`src/hdl/angle_sensor_regs.vh`:
```
// Purpose: constants of the angle sensor serial front end
// Assumes: 25 MHz system clock
// Notes: definitions only
`ifndef ANGLE_SENSOR_REGS_VH
`define ANGLE_SENSOR_REGS_VH
// serial frame layout
`define FRAME_BITS 5'h10
`define FRAME_OVER 5'h11
`define FRAME_LAST 15
`define DIR_BIT 15
`define ADDR_HI 14
`define ADDR_LO 1
`define DATA_HI 15
`define DATA_LO 2
`define EF_BIT 1
// serial register addresses
`define ADDR_FETCH 14'h3FFF
`define ADDR_ERR_STATUS 14'h335A
`define ADDR_CLEAR_EF 14'h3380
`define ADDR_POR_DISABLE 14'h3F22
`define ADDR_GAIN 14'h3FF8
// reset values and the por disable key
`define POR_DISABLE_RST 8'h00
`define POR_DISABLE_KEY 8'h5A
`define GAIN_RST 6'h20
`define CONV_RST 16'h0100
// error status fields
`define ERR_PARITY 0
`define ERR_PENDING 1
// timing
`define CLK_FREQ_MHZ 25
`define CONV_MAX_US 500
// avalon word offsets (byte address bits 4:2)
`define OFS_ANGLE_SRC 3'h0
`define OFS_CONV_TIME 3'h1
`define OFS_STATUS 3'h2
`define OFS_ANGLE 3'h3
`define OFS_CONFIG 3'h4
// status register fields
`define ST_BUSY 0
`define ST_PENDING 1
`define ST_PAR_ERR 2
`define ST_EF 3
`define ST_DONE_N 4
`define ST_WIRE4 5
`define ST_POR_ON 6
`endif

```
`src/hdl/angle_sensor_spi_readout.v`:
```
// Purpose: serial slave front end and measurement sequencing
// Assumes: serial pins are asynchronous and sampled at 25 MHz
// Notes: registers reached over Avalon-MM with waitrequest
`default_nettype none
`include "angle_sensor_regs.vh"
module angle_sensor_spi_readout #(
  // longest conversion in system clock cycles
  parameter MAX_CONV_CYCLES = `CONV_MAX_US * `CLK_FREQ_MHZ
) (
  // system
  input wire clock_i,
  input wire rst_b_i,
  // avalon-mm slave
  input wire [4:0] address_i,
  input wire read_i,
  input wire write_i,
  input wire [3:0] byteenable_i,
  input wire [31:0] writedata_i,
  output reg [31:0] readdata_o,
  output reg waitrequest_o,
  // serial pins
  input wire sclk_i,
  input wire frame_select_n_i,
  input wire mosi_i,
  input wire sdio_i,
  input wire wire_mode_select_i,
  output reg miso_o,
  output reg miso_oe_o,
  output reg sdio_o,
  output reg sdio_oe_o,
  // measurement status
  output reg done_n_o,
  output reg low_power_o,
  output reg por_cell_enable_o
);

////////////////////////////////////////////////////////////////////////
// synchronisers: stage a feeds stage b only
reg sck_a, sck_b, sck_c; // serial clock
reg sel_a, sel_b, sel_c; // select, active low
reg mosi_a, mosi_b; // four-wire data in
reg sdio_a, sdio_b; // three-wire data in
reg wm_a, wm_b; // wire mode

// all pins pass two flops before use
always @(posedge clock_i or negedge rst_b_i) begin
  if (!rst_b_i) begin
    sck_a <= 1'b0;
    sck_b <= 1'b0;
    sck_c <= 1'b0;
    sel_a <= 1'b1;
    sel_b <= 1'b1;
    sel_c <= 1'b1;
    mosi_a <= 1'b0;
    mosi_b <= 1'b0;
    sdio_a <= 1'b0;
    sdio_b <= 1'b0;
    wm_a <= 1'b0;
    wm_b <= 1'b0;
  end else begin
    sck_a <= sclk_i; // clock and select only ever inputs
    sck_b <= sck_a;
    sck_c <= sck_b;
    sel_a <= frame_select_n_i;
    sel_b <= sel_a;
    sel_c <= sel_b;
    mosi_a <= mosi_i;
    mosi_b <= mosi_a;
    sdio_a <= sdio_i;
    sdio_b <= sdio_a;
    wm_a <= wire_mode_select_i;
    wm_b <= wm_a;
  end
end

// edge strobes, only from second stage on
wire sck_rise = sck_b & ~sck_c;
wire sck_fall = ~sck_b & sck_c;
wire sel_fall = ~sel_b & sel_c;
wire sel_rise = sel_b & ~sel_c;
wire in_frame = ~sel_b;
// data input follows wire mode
wire rx_bit = wm_b ? mosi_b : sdio_b;

////////////////////////////////////////////////////////////////////////
// register state
reg [15:0] rx_shift; // received bits
reg [15:0] tx_shift; // bits going out
reg [15:0] tx_word; // reply for next frame
reg tx_valid; // next frame carries a reply
reg [4:0] bit_cnt; // falling edges seen
reg wr_pending; // next frame is write data
reg [13:0] wr_addr; // target of pending write
reg [7:0] por_disable; // power-on-reset disable
reg [5:0] gain; // gain setting
reg [13:0] angle; // last result
reg [13:0] angle_src; // result source from core
reg [15:0] conv_time; // conversion length, cycles
reg [15:0] conv_cnt; // remaining cycles
reg busy; // measurement running
reg pending; // measurement pending flag
reg par_err; // parity error seen
reg err_flag; // command frame error

// even parity over the upper fifteen bits
function par15;
  input [15:0] w;
  begin
    par15 = ^w[`FRAME_LAST:1];
  end
endfunction

// serial register read map
function [13:0] peek;
  input [13:0] a;
  begin
    case (a)
      `ADDR_FETCH: peek = angle;
      `ADDR_ERR_STATUS: peek = {12'h000, pending, par_err};
      `ADDR_POR_DISABLE: peek = {6'h00, por_disable};
      `ADDR_GAIN: peek = {8'h00, gain};
      default: peek = 14'h0000;
    endcase
  end
endfunction

// build a reply frame with flag and parity
function [15:0] reply;
  input [13:0] d;
  input ef;
  reg [15:0] t;
  begin
    t = {d, ef, 1'b0};
    reply = {t[15:1], par15(t)};
  end
endfunction

// frame decode terms
wire frame_ok = (bit_cnt == `FRAME_BITS);
wire par_ok = ~(^rx_shift);
wire [13:0] cmd_addr = rx_shift[`ADDR_HI:`ADDR_LO];
wire cmd_read = rx_shift[`DIR_BIT];
wire [13:0] wr_data = rx_shift[`DATA_HI:`DATA_LO];
// three-wire: a frame in which we drive the line only echoes our reply
wire own_echo = ~wm_b & tx_valid;
wire good_frame = sel_rise & frame_ok & par_ok & ~own_echo;
wire bad_frame = sel_rise & frame_ok & ~par_ok & ~own_echo;
wire is_cmd = good_frame & ~wr_pending;
wire fetch = is_cmd & cmd_read & (cmd_addr == `ADDR_FETCH);
wire clr_ef = is_cmd & cmd_read & (cmd_addr == `ADDR_CLEAR_EF);
wire conv_end = busy & (conv_cnt == 16'h0000);
// conversion length capped at the worst case
wire [15:0] conv_max = MAX_CONV_CYCLES[15:0];
wire [15:0] conv_len = (conv_time > conv_max) ? conv_max : conv_time;

////////////////////////////////////////////////////////////////////////
// serial shifting; no edges assumed outside a frame
always @(posedge clock_i or negedge rst_b_i) begin
  if (!rst_b_i) begin
    rx_shift <= 16'h0000;
    tx_shift <= 16'h0000;
    bit_cnt <= 5'h00;
    miso_o <= 1'b0;
    sdio_o <= 1'b0;
  end else if (sel_fall) begin
    bit_cnt <= 5'h00;
    tx_shift <= tx_valid ? tx_word : 16'h0000;
  end else if (in_frame) begin
    if (sck_rise) begin
      // launch on first edge, msb first
      miso_o <= tx_shift[`FRAME_LAST];
      sdio_o <= tx_shift[`FRAME_LAST];
      tx_shift <= {tx_shift[14:0], 1'b0};
    end
    if (sck_fall) begin
      // capture on second edge, msb first
      rx_shift <= {rx_shift[14:0], rx_bit};
      if (bit_cnt != `FRAME_OVER) begin
        bit_cnt <= bit_cnt + 5'h01; // over-long frames pass 16
      end
    end
  end
end

// data line drivers; released between frames
always @(posedge clock_i or negedge rst_b_i) begin
  if (!rst_b_i) begin
    miso_oe_o <= 1'b0;
    sdio_oe_o <= 1'b0;
  end else begin
    // four-wire drives its own output for the whole frame
    miso_oe_o <= in_frame & wm_b;
    // three-wire shares one line, driven only for a reply
    sdio_oe_o <= in_frame & ~wm_b & tx_valid;
  end
end

////////////////////////////////////////////////////////////////////////
// command execution at end of frame only
always @(posedge clock_i or negedge rst_b_i) begin
  if (!rst_b_i) begin
    tx_word <= 16'h0000;
    tx_valid <= 1'b0;
    wr_pending <= 1'b0;
    wr_addr <= 14'h0000;
    por_disable <= `POR_DISABLE_RST;
    gain <= `GAIN_RST;
    par_err <= 1'b0;
    err_flag <= 1'b0;
  end else begin
    if (bad_frame) begin
      // corrupt frame flags error and drops a pending write
      par_err <= 1'b1;
      err_flag <= 1'b1;
      wr_pending <= 1'b0;
      tx_word <= reply(peek(`ADDR_ERR_STATUS), 1'b1);
      tx_valid <= 1'b1;
    end else if (good_frame & wr_pending) begin
      // data frame: store por disable or gain, then echo the new contents
      wr_pending <= 1'b0;
      tx_valid <= 1'b1;
      if (wr_addr == `ADDR_POR_DISABLE) begin
        por_disable <= wr_data[7:0];
        tx_word <= reply({6'h00, wr_data[7:0]}, err_flag);
      end else if (wr_addr == `ADDR_GAIN) begin
        gain <= wr_data[5:0];
        tx_word <= reply({8'h00, wr_data[5:0]}, err_flag);
      end else begin
        tx_word <= reply(peek(wr_addr), err_flag);
      end
    end else if (is_cmd) begin
      // sample addressed register now, send next frame
      tx_word <= reply(peek(cmd_addr), err_flag);
      tx_valid <= 1'b1;
      if (!cmd_read) begin
        wr_pending <= 1'b1;
        wr_addr <= cmd_addr;
      end
      if (clr_ef) begin
        // clear wins only for its own frame; errors stay set until a clear
        par_err <= 1'b0;
        err_flag <= 1'b0;
      end
    end else if (sel_rise) begin
      // short, long or three-wire echo frame: nothing to execute
      tx_valid <= 1'b0;
    end
  end
end

////////////////////////////////////////////////////////////////////////
// measurement sequencer
always @(posedge clock_i or negedge rst_b_i) begin
  if (!rst_b_i) begin
    busy <= 1'b0;
    pending <= 1'b0;
    conv_cnt <= 16'h0000;
    angle <= 14'h0000;
    done_n_o <= 1'b1;
    low_power_o <= 1'b1;
  end else if (fetch & ~busy) begin
    // a fetch during a conversion is ignored, not restarted
    busy <= 1'b1;
    pending <= 1'b1;
    done_n_o <= 1'b1;
    low_power_o <= 1'b0;
    conv_cnt <= conv_len;
  end else if (conv_end) begin
    // one result per fetch, then back to low power
    angle <= angle_src;
    busy <= 1'b0;
    pending <= 1'b0;
    done_n_o <= 1'b0;
    low_power_o <= 1'b1;
  end else if (busy) begin
    conv_cnt <= conv_cnt - 16'h0001;
  end
end

// power-on-reset cell stays on unless the key is written
always @(posedge clock_i or negedge rst_b_i) begin
  if (!rst_b_i) begin
    por_cell_enable_o <= 1'b1;
  end else begin
    por_cell_enable_o <= (por_disable != `POR_DISABLE_KEY);
  end
end

////////////////////////////////////////////////////////////////////////
// avalon slave: one wait cycle per access
wire [2:0] word = address_i[4:2];
wire access = read_i | write_i;
wire commit = access & ~waitrequest_o;
wire [31:0] be_mask = {{8{byteenable_i[3]}}, {8{byteenable_i[2]}},
                       {8{byteenable_i[1]}}, {8{byteenable_i[0]}}};
wire [31:0] cur_src = {18'h00000, angle_src};
wire [31:0] cur_conv = {16'h0000, conv_time};
wire [31:0] new_src = (cur_src & ~be_mask) | (writedata_i & be_mask);
wire [31:0] new_conv = (cur_conv & ~be_mask) | (writedata_i & be_mask);

// status word seen by software
wire [31:0] status = {25'h0000000, por_cell_enable_o, wm_b,
                      done_n_o, err_flag, par_err, pending, busy};

// read mux; unmapped words read zero
reg [31:0] next_readdata;
always @* begin
  case (word)
    `OFS_ANGLE_SRC: next_readdata = cur_src;
    `OFS_CONV_TIME: next_readdata = cur_conv;
    `OFS_STATUS: next_readdata = status;
    `OFS_ANGLE: next_readdata = {18'h00000, angle};
    `OFS_CONFIG: next_readdata = {18'h00000, gain, por_disable};
    default: next_readdata = 32'h00000000;
  endcase
end

// waitrequest drops one cycle after a request, then rises again
always @(posedge clock_i or negedge rst_b_i) begin
  if (!rst_b_i) begin
    waitrequest_o <= 1'b1;
    readdata_o <= 32'h00000000;
    angle_src <= 14'h0000;
    conv_time <= `CONV_RST;
  end else begin
    waitrequest_o <= ~(access & waitrequest_o);
    if (access & waitrequest_o & read_i) begin
      readdata_o <= next_readdata;
    end
    if (commit & write_i) begin
      // writes take effect at the accepting edge only
      if (word == `OFS_ANGLE_SRC) begin
        angle_src <= new_src[13:0];
      end
      if (word == `OFS_CONV_TIME) begin
        conv_time <= new_conv[15:0];
      end
    end
  end
end

endmodule // angle_sensor_spi_readout
`default_nettype wire

```
`config.mk`:
```
export PLATFORM = sky130hd
export DESIGN_NAME = angle_sensor_spi_readout
export DESIGN_NICKNAME = d
export VERILOG_FILES = /design/src/hdl/angle_sensor_spi_readout.v
export VERILOG_INCLUDE_DIRS = /design/src /design/src/hdl
export SDC_FILE = /design/constraint.sdc
export NUM_CORES = 1
export LEC_CHECK = 0
export BUFFER_PORTS_ARGS = -buffer_cell sky130_fd_sc_hd__buf_2
export CAP_MARGIN = 20
export CORE_ASPECT_RATIO = 1.1
export CORE_MARGIN = 4
export CORE_UTILIZATION = 59
export DETAILED_ROUTE_END_ITERATION = 10
export PLACE_DENSITY = 0.82
export SYNTH_ARGS = -nofsm -noshare
export SYNTH_HDL_FRONTEND = slang
export SYNTH_SLANG_ARGS = --single-unit
```
`constraint.sdc`:
```
create_clock -name clock_i -period 3.4 [get_ports clock_i]
set_input_delay 0 -clock clock_i [delete_from_list [all_inputs] [get_ports clock_i]]
set_output_delay 0 -clock clock_i [all_outputs]
set_load 0.02 [all_outputs]
```
==> summary.md <==
| Metric | Value |
|---|---|
| Status | `finished clean` |
| Number of buffers created by CTS | `17` |
| Switching pwr | `1.44 mW` |
| GP Congestion | `0.954` |
| Max H-tree Level | `4` |
| Switch share | `28.0%` |
| Top post-synthesis cells by area | `dfrtp_1 (48%), mux2_2 (7.9%), nand2_1 (3.6%), xnor2_1 (3.6%), o21ai_0 (3.4%)` |
| Total number of yosys warnings | `0` |
| Layout cells sized above 1 | `20.6%` |
| RSZ-0062 raised after global routing | `false` |
| Total number of vias | `6,754` |
| Slew Viols, Final | `0` |
| Area growth syn-to-layout | `13.7%` |
| Top cell type's share of synthesized area | `47.5%` |
| Crit Path Class | `flop to flop` |
| DRT Wirelength | `20,900 um` |
| Post-layout utilization of the core | `68.3%` |
| Drt drc | `0` |
| Leak Pwr | `4.74 nW` |
| Longest Clk Path Bufs | `2` |
| Detailed placement HPWL | `14,200 um` |
| Met1 usage in global routing | `31.9%` |
| Number of flops mapped to enable cells by yosys | `0` |
| Antenna Cells | `0` |
| Vias per std cell | `6.00` |
| Clock power frac | `37.5%` |
| DRT Pass-1 Iters | `6` |
| Max Cap Violations | `0` |
| Gr ovfl total | `0` |
| Global-route usage over all layers | `24.9%` |
| Initial antenna violation count | `0` |
| DIE HEIGHT | `138 um` |
| Worst rel slew slack | `39.1%` |
| # setup viols final | `0` |
| Final worst path period share | `86.4%` |
| Setup bufs post-CTS | `0` |
| Crit. End Element | `flop` |
| Int Pwr | `3.71 mW` |
| Vias in the first global route | `6,764` |
| Synth Instances | `849` |
| CP Data Required Time | `3.70 ns` |
| CP Launch Point | `rx_shift[7]$_DFFE_PN0P_` |
| PD cells | `503 nW/um2` |
| Root Buffer | `clkbuf_16` |
| FILL cells | `1,123` |
| # rows | `47` |
| Worst skew pair latency | `0.43 ns` |
| Synthesized area | `9000 um2` |
| Final hold violations | `0` |
| Syn avg cell area | `10.6 um2` |
| Sequential Power Share | `47.2%` |
| Flop2flop setup slack | `0.46 ns` |
| Final ANT Viol Nets | `0` |
| Worst-path maximum fanout | `21` |
| TritonCTS Sinks | `180` |
| Largest stage delay, worst path | `0.68 ns` |
| Global-route wire length before repair | `34,100 um` |
| Max Clk Rate | `0.341 GHz` |
| Number of synthesized register bits | `180` |
| Critical Path AT | `3.24 ns` |
| Worst flop-to-flop path endpoint | `wr_addr[13]$_DFFE_PN0P_` |
| Synth unique cells | `67` |
| Ys flop type | `dfrtp_1` |
| Fin Setup TNS | `0 ns` |
| Starting Density | `60.1%` |
| Die ar. | `17,300 um2` |
| Most common cell in the synthesized netlist | `dfrtp_1` |
| Wire per inst | `18.5 um` |
| Register area share after synthesis | `50.1%` |
| Worst path cell trace | `xor2_1 > xnor2_1 > xnor2_2 > xor2_2 > nand2_2 > or3_1 > mux2_1` |
| Max Clock Skew | `0.0115 ns` |
| M2 GR Usage | `40.5%` |
| Worst Reg-to-Reg Cells | `7` |
| Met3 Usage GRT | `5.47%` |
| CTS Hold Bufs | `25` |
| TritonCTS clock tree | `built` |
| Ys async rst share | `100%` |
| Crit-path slowest cell | `or3_1` |
| Ports | `90` |
| PortBufs | `53` |
| DR iter-0 viols | `470` |
| Min cycle time layout | `2.94 ns` |
| Synth top cells by count | `dfrtp_1 (171), nand2_1 (87), mux2_2 (63), o21ai_0 (62)` |
| Core region area | `15,000 um2` |
| Comb power frac | `15.3%` |
| DIE WIDTH | `126 um` |
| VDD IR-drop max | `0.347 mV` |
| Worst Hold Class | `input pin to asynchronous set/reset pin` |
| Largest net degree at the start of global routing | `99` |
| CP Launch Type | `flop` |
| Post-CTS sizing | `0` |
| Tightest Pin Transition | `0.913 ns` |
| Largest area contributor in the netlist | `dfrtp_1` |
| RR Startpoint | `rx_shift[7]$_DFFE_PN0P_` |
| Nets | `982` |
| Gr busiest metal | `met2` |
| Worst-path clk slew | `0.07 ns` |
==> cells by family after synthesis <==
logic type | synth area share, %
compound gates | 12.0
mux | 11.8
simple gates | 13.6
xor+xnor | 6.10
fa+ha+maj | 2.08
other cells | 0.0416
flops | 50.1
buf+inv | 4.27
==> cell type report <==
| cell class | count | area (um2) | area share (%) |
|---|---|---|---|
| sequential | 180 | 4520 | 44.1 |
| timing repair buffer | 93 | 647 | 6.32 |
| multi-input combinational | 602 | 4170 | 40.7 |
| clock buffer | 21 | 450 | 4.40 |
| inverter | 23 | 86.3 | 0.843 |
| clock inverter | 11 | 125 | 1.22 |
| tap | 196 | 245 | 2.40 |
==> worst max-delay path, delay by kind of cell, from the launching register on <==
kind / cells / cell delay, ns
xor gates and xnor gates: 4 / 1.01
muxes: 1 / 0.46
and+or+nand+nor: 2 / 0.82
DFF: 1 / 0.50
==> power by group through the flow <==
stage	sequential [mW]	combinational, mW	clock, mW
finish	2.43	0.786	1.93
global route	2.45	0.852	2.05
CTS	2.43	0.777	1.96
detailed placement	2.47	0.746	0
global placement	2.46	0.723	0
floorplan	2.44	0.522	0
==> how the worst max path moves through the flow <==
stage / to / slack, ns / cells past startpoint
5_1_grt: conv_cnt[9]$_DFFE_PN0P_ / 0.31 / 8
3_5_place_dp: wr_addr[13]$_DFFE_PN0P_ / 0.48 / 7
4_1_cts: wr_addr[13]$_DFFE_PN0P_ / 0.47 / 7
6_report: wr_addr[13]$_DFFE_PN0P_ / 0.46 / 7
3_3_place_gp: wr_addr[13]$_DFFE_PN0P_ / 0.56 / 7
2_1_floorplan: tx_word[0]$_DFFE_PN0P_ / 1.00 / 10
==> placed cells by master, fill, tap and decap left out, types with 6 or more instances in the layout <==
master,count
dfrtp_1,171
nand2_1,87
mux2_2,63
o21ai_0,62
buf_2,52
nor2_1,45
a21oi_1,45
xnor2_1,37
dlygate4sd3_1,25
nand3_1,22
inv_1,21
mux2i_1,17
clkbuf_16,17
conb_1,16
xor2_1,15
nor3_1,15
ha_1,15
and3_1,14
buf_4,14
nand4_1,13
a22oi_1,12
o21ai_1,12
nor4_1,10
dfstp_2,9
a222oi_1,8
a22o_1,8
nor2b_1,7
nor3b_1,7
a211oi_1,7
mux2_4,7
a31oi_1,6
==> routing by layer <==
layer  vias to the layer above  wire, um
li1                       3132         -
met1                      3322      8780
met2                       233     10200
met3                        67      1210
met4                         0       679
met5                         -         0
==> stage by stage <==
step	power [mW]	cells	instance area (um2)	hold slack [ns]	setup slack (ns)
6_report	5.15	1126	10200	0.0347	0.464
3_3_place_gp	3.18	1069	9410	-0.0776	0.561
5_1_grt	5.35	1126	10200	0.0785	0.308
2_1_floorplan	2.96	864	9060	-0.296	1.00
4_1_cts	5.17	1126	10200	0.0281	0.468
3_5_place_dp	3.21	1069	9410	-0.0767	0.481
Power figures use the tool's default switching activity.
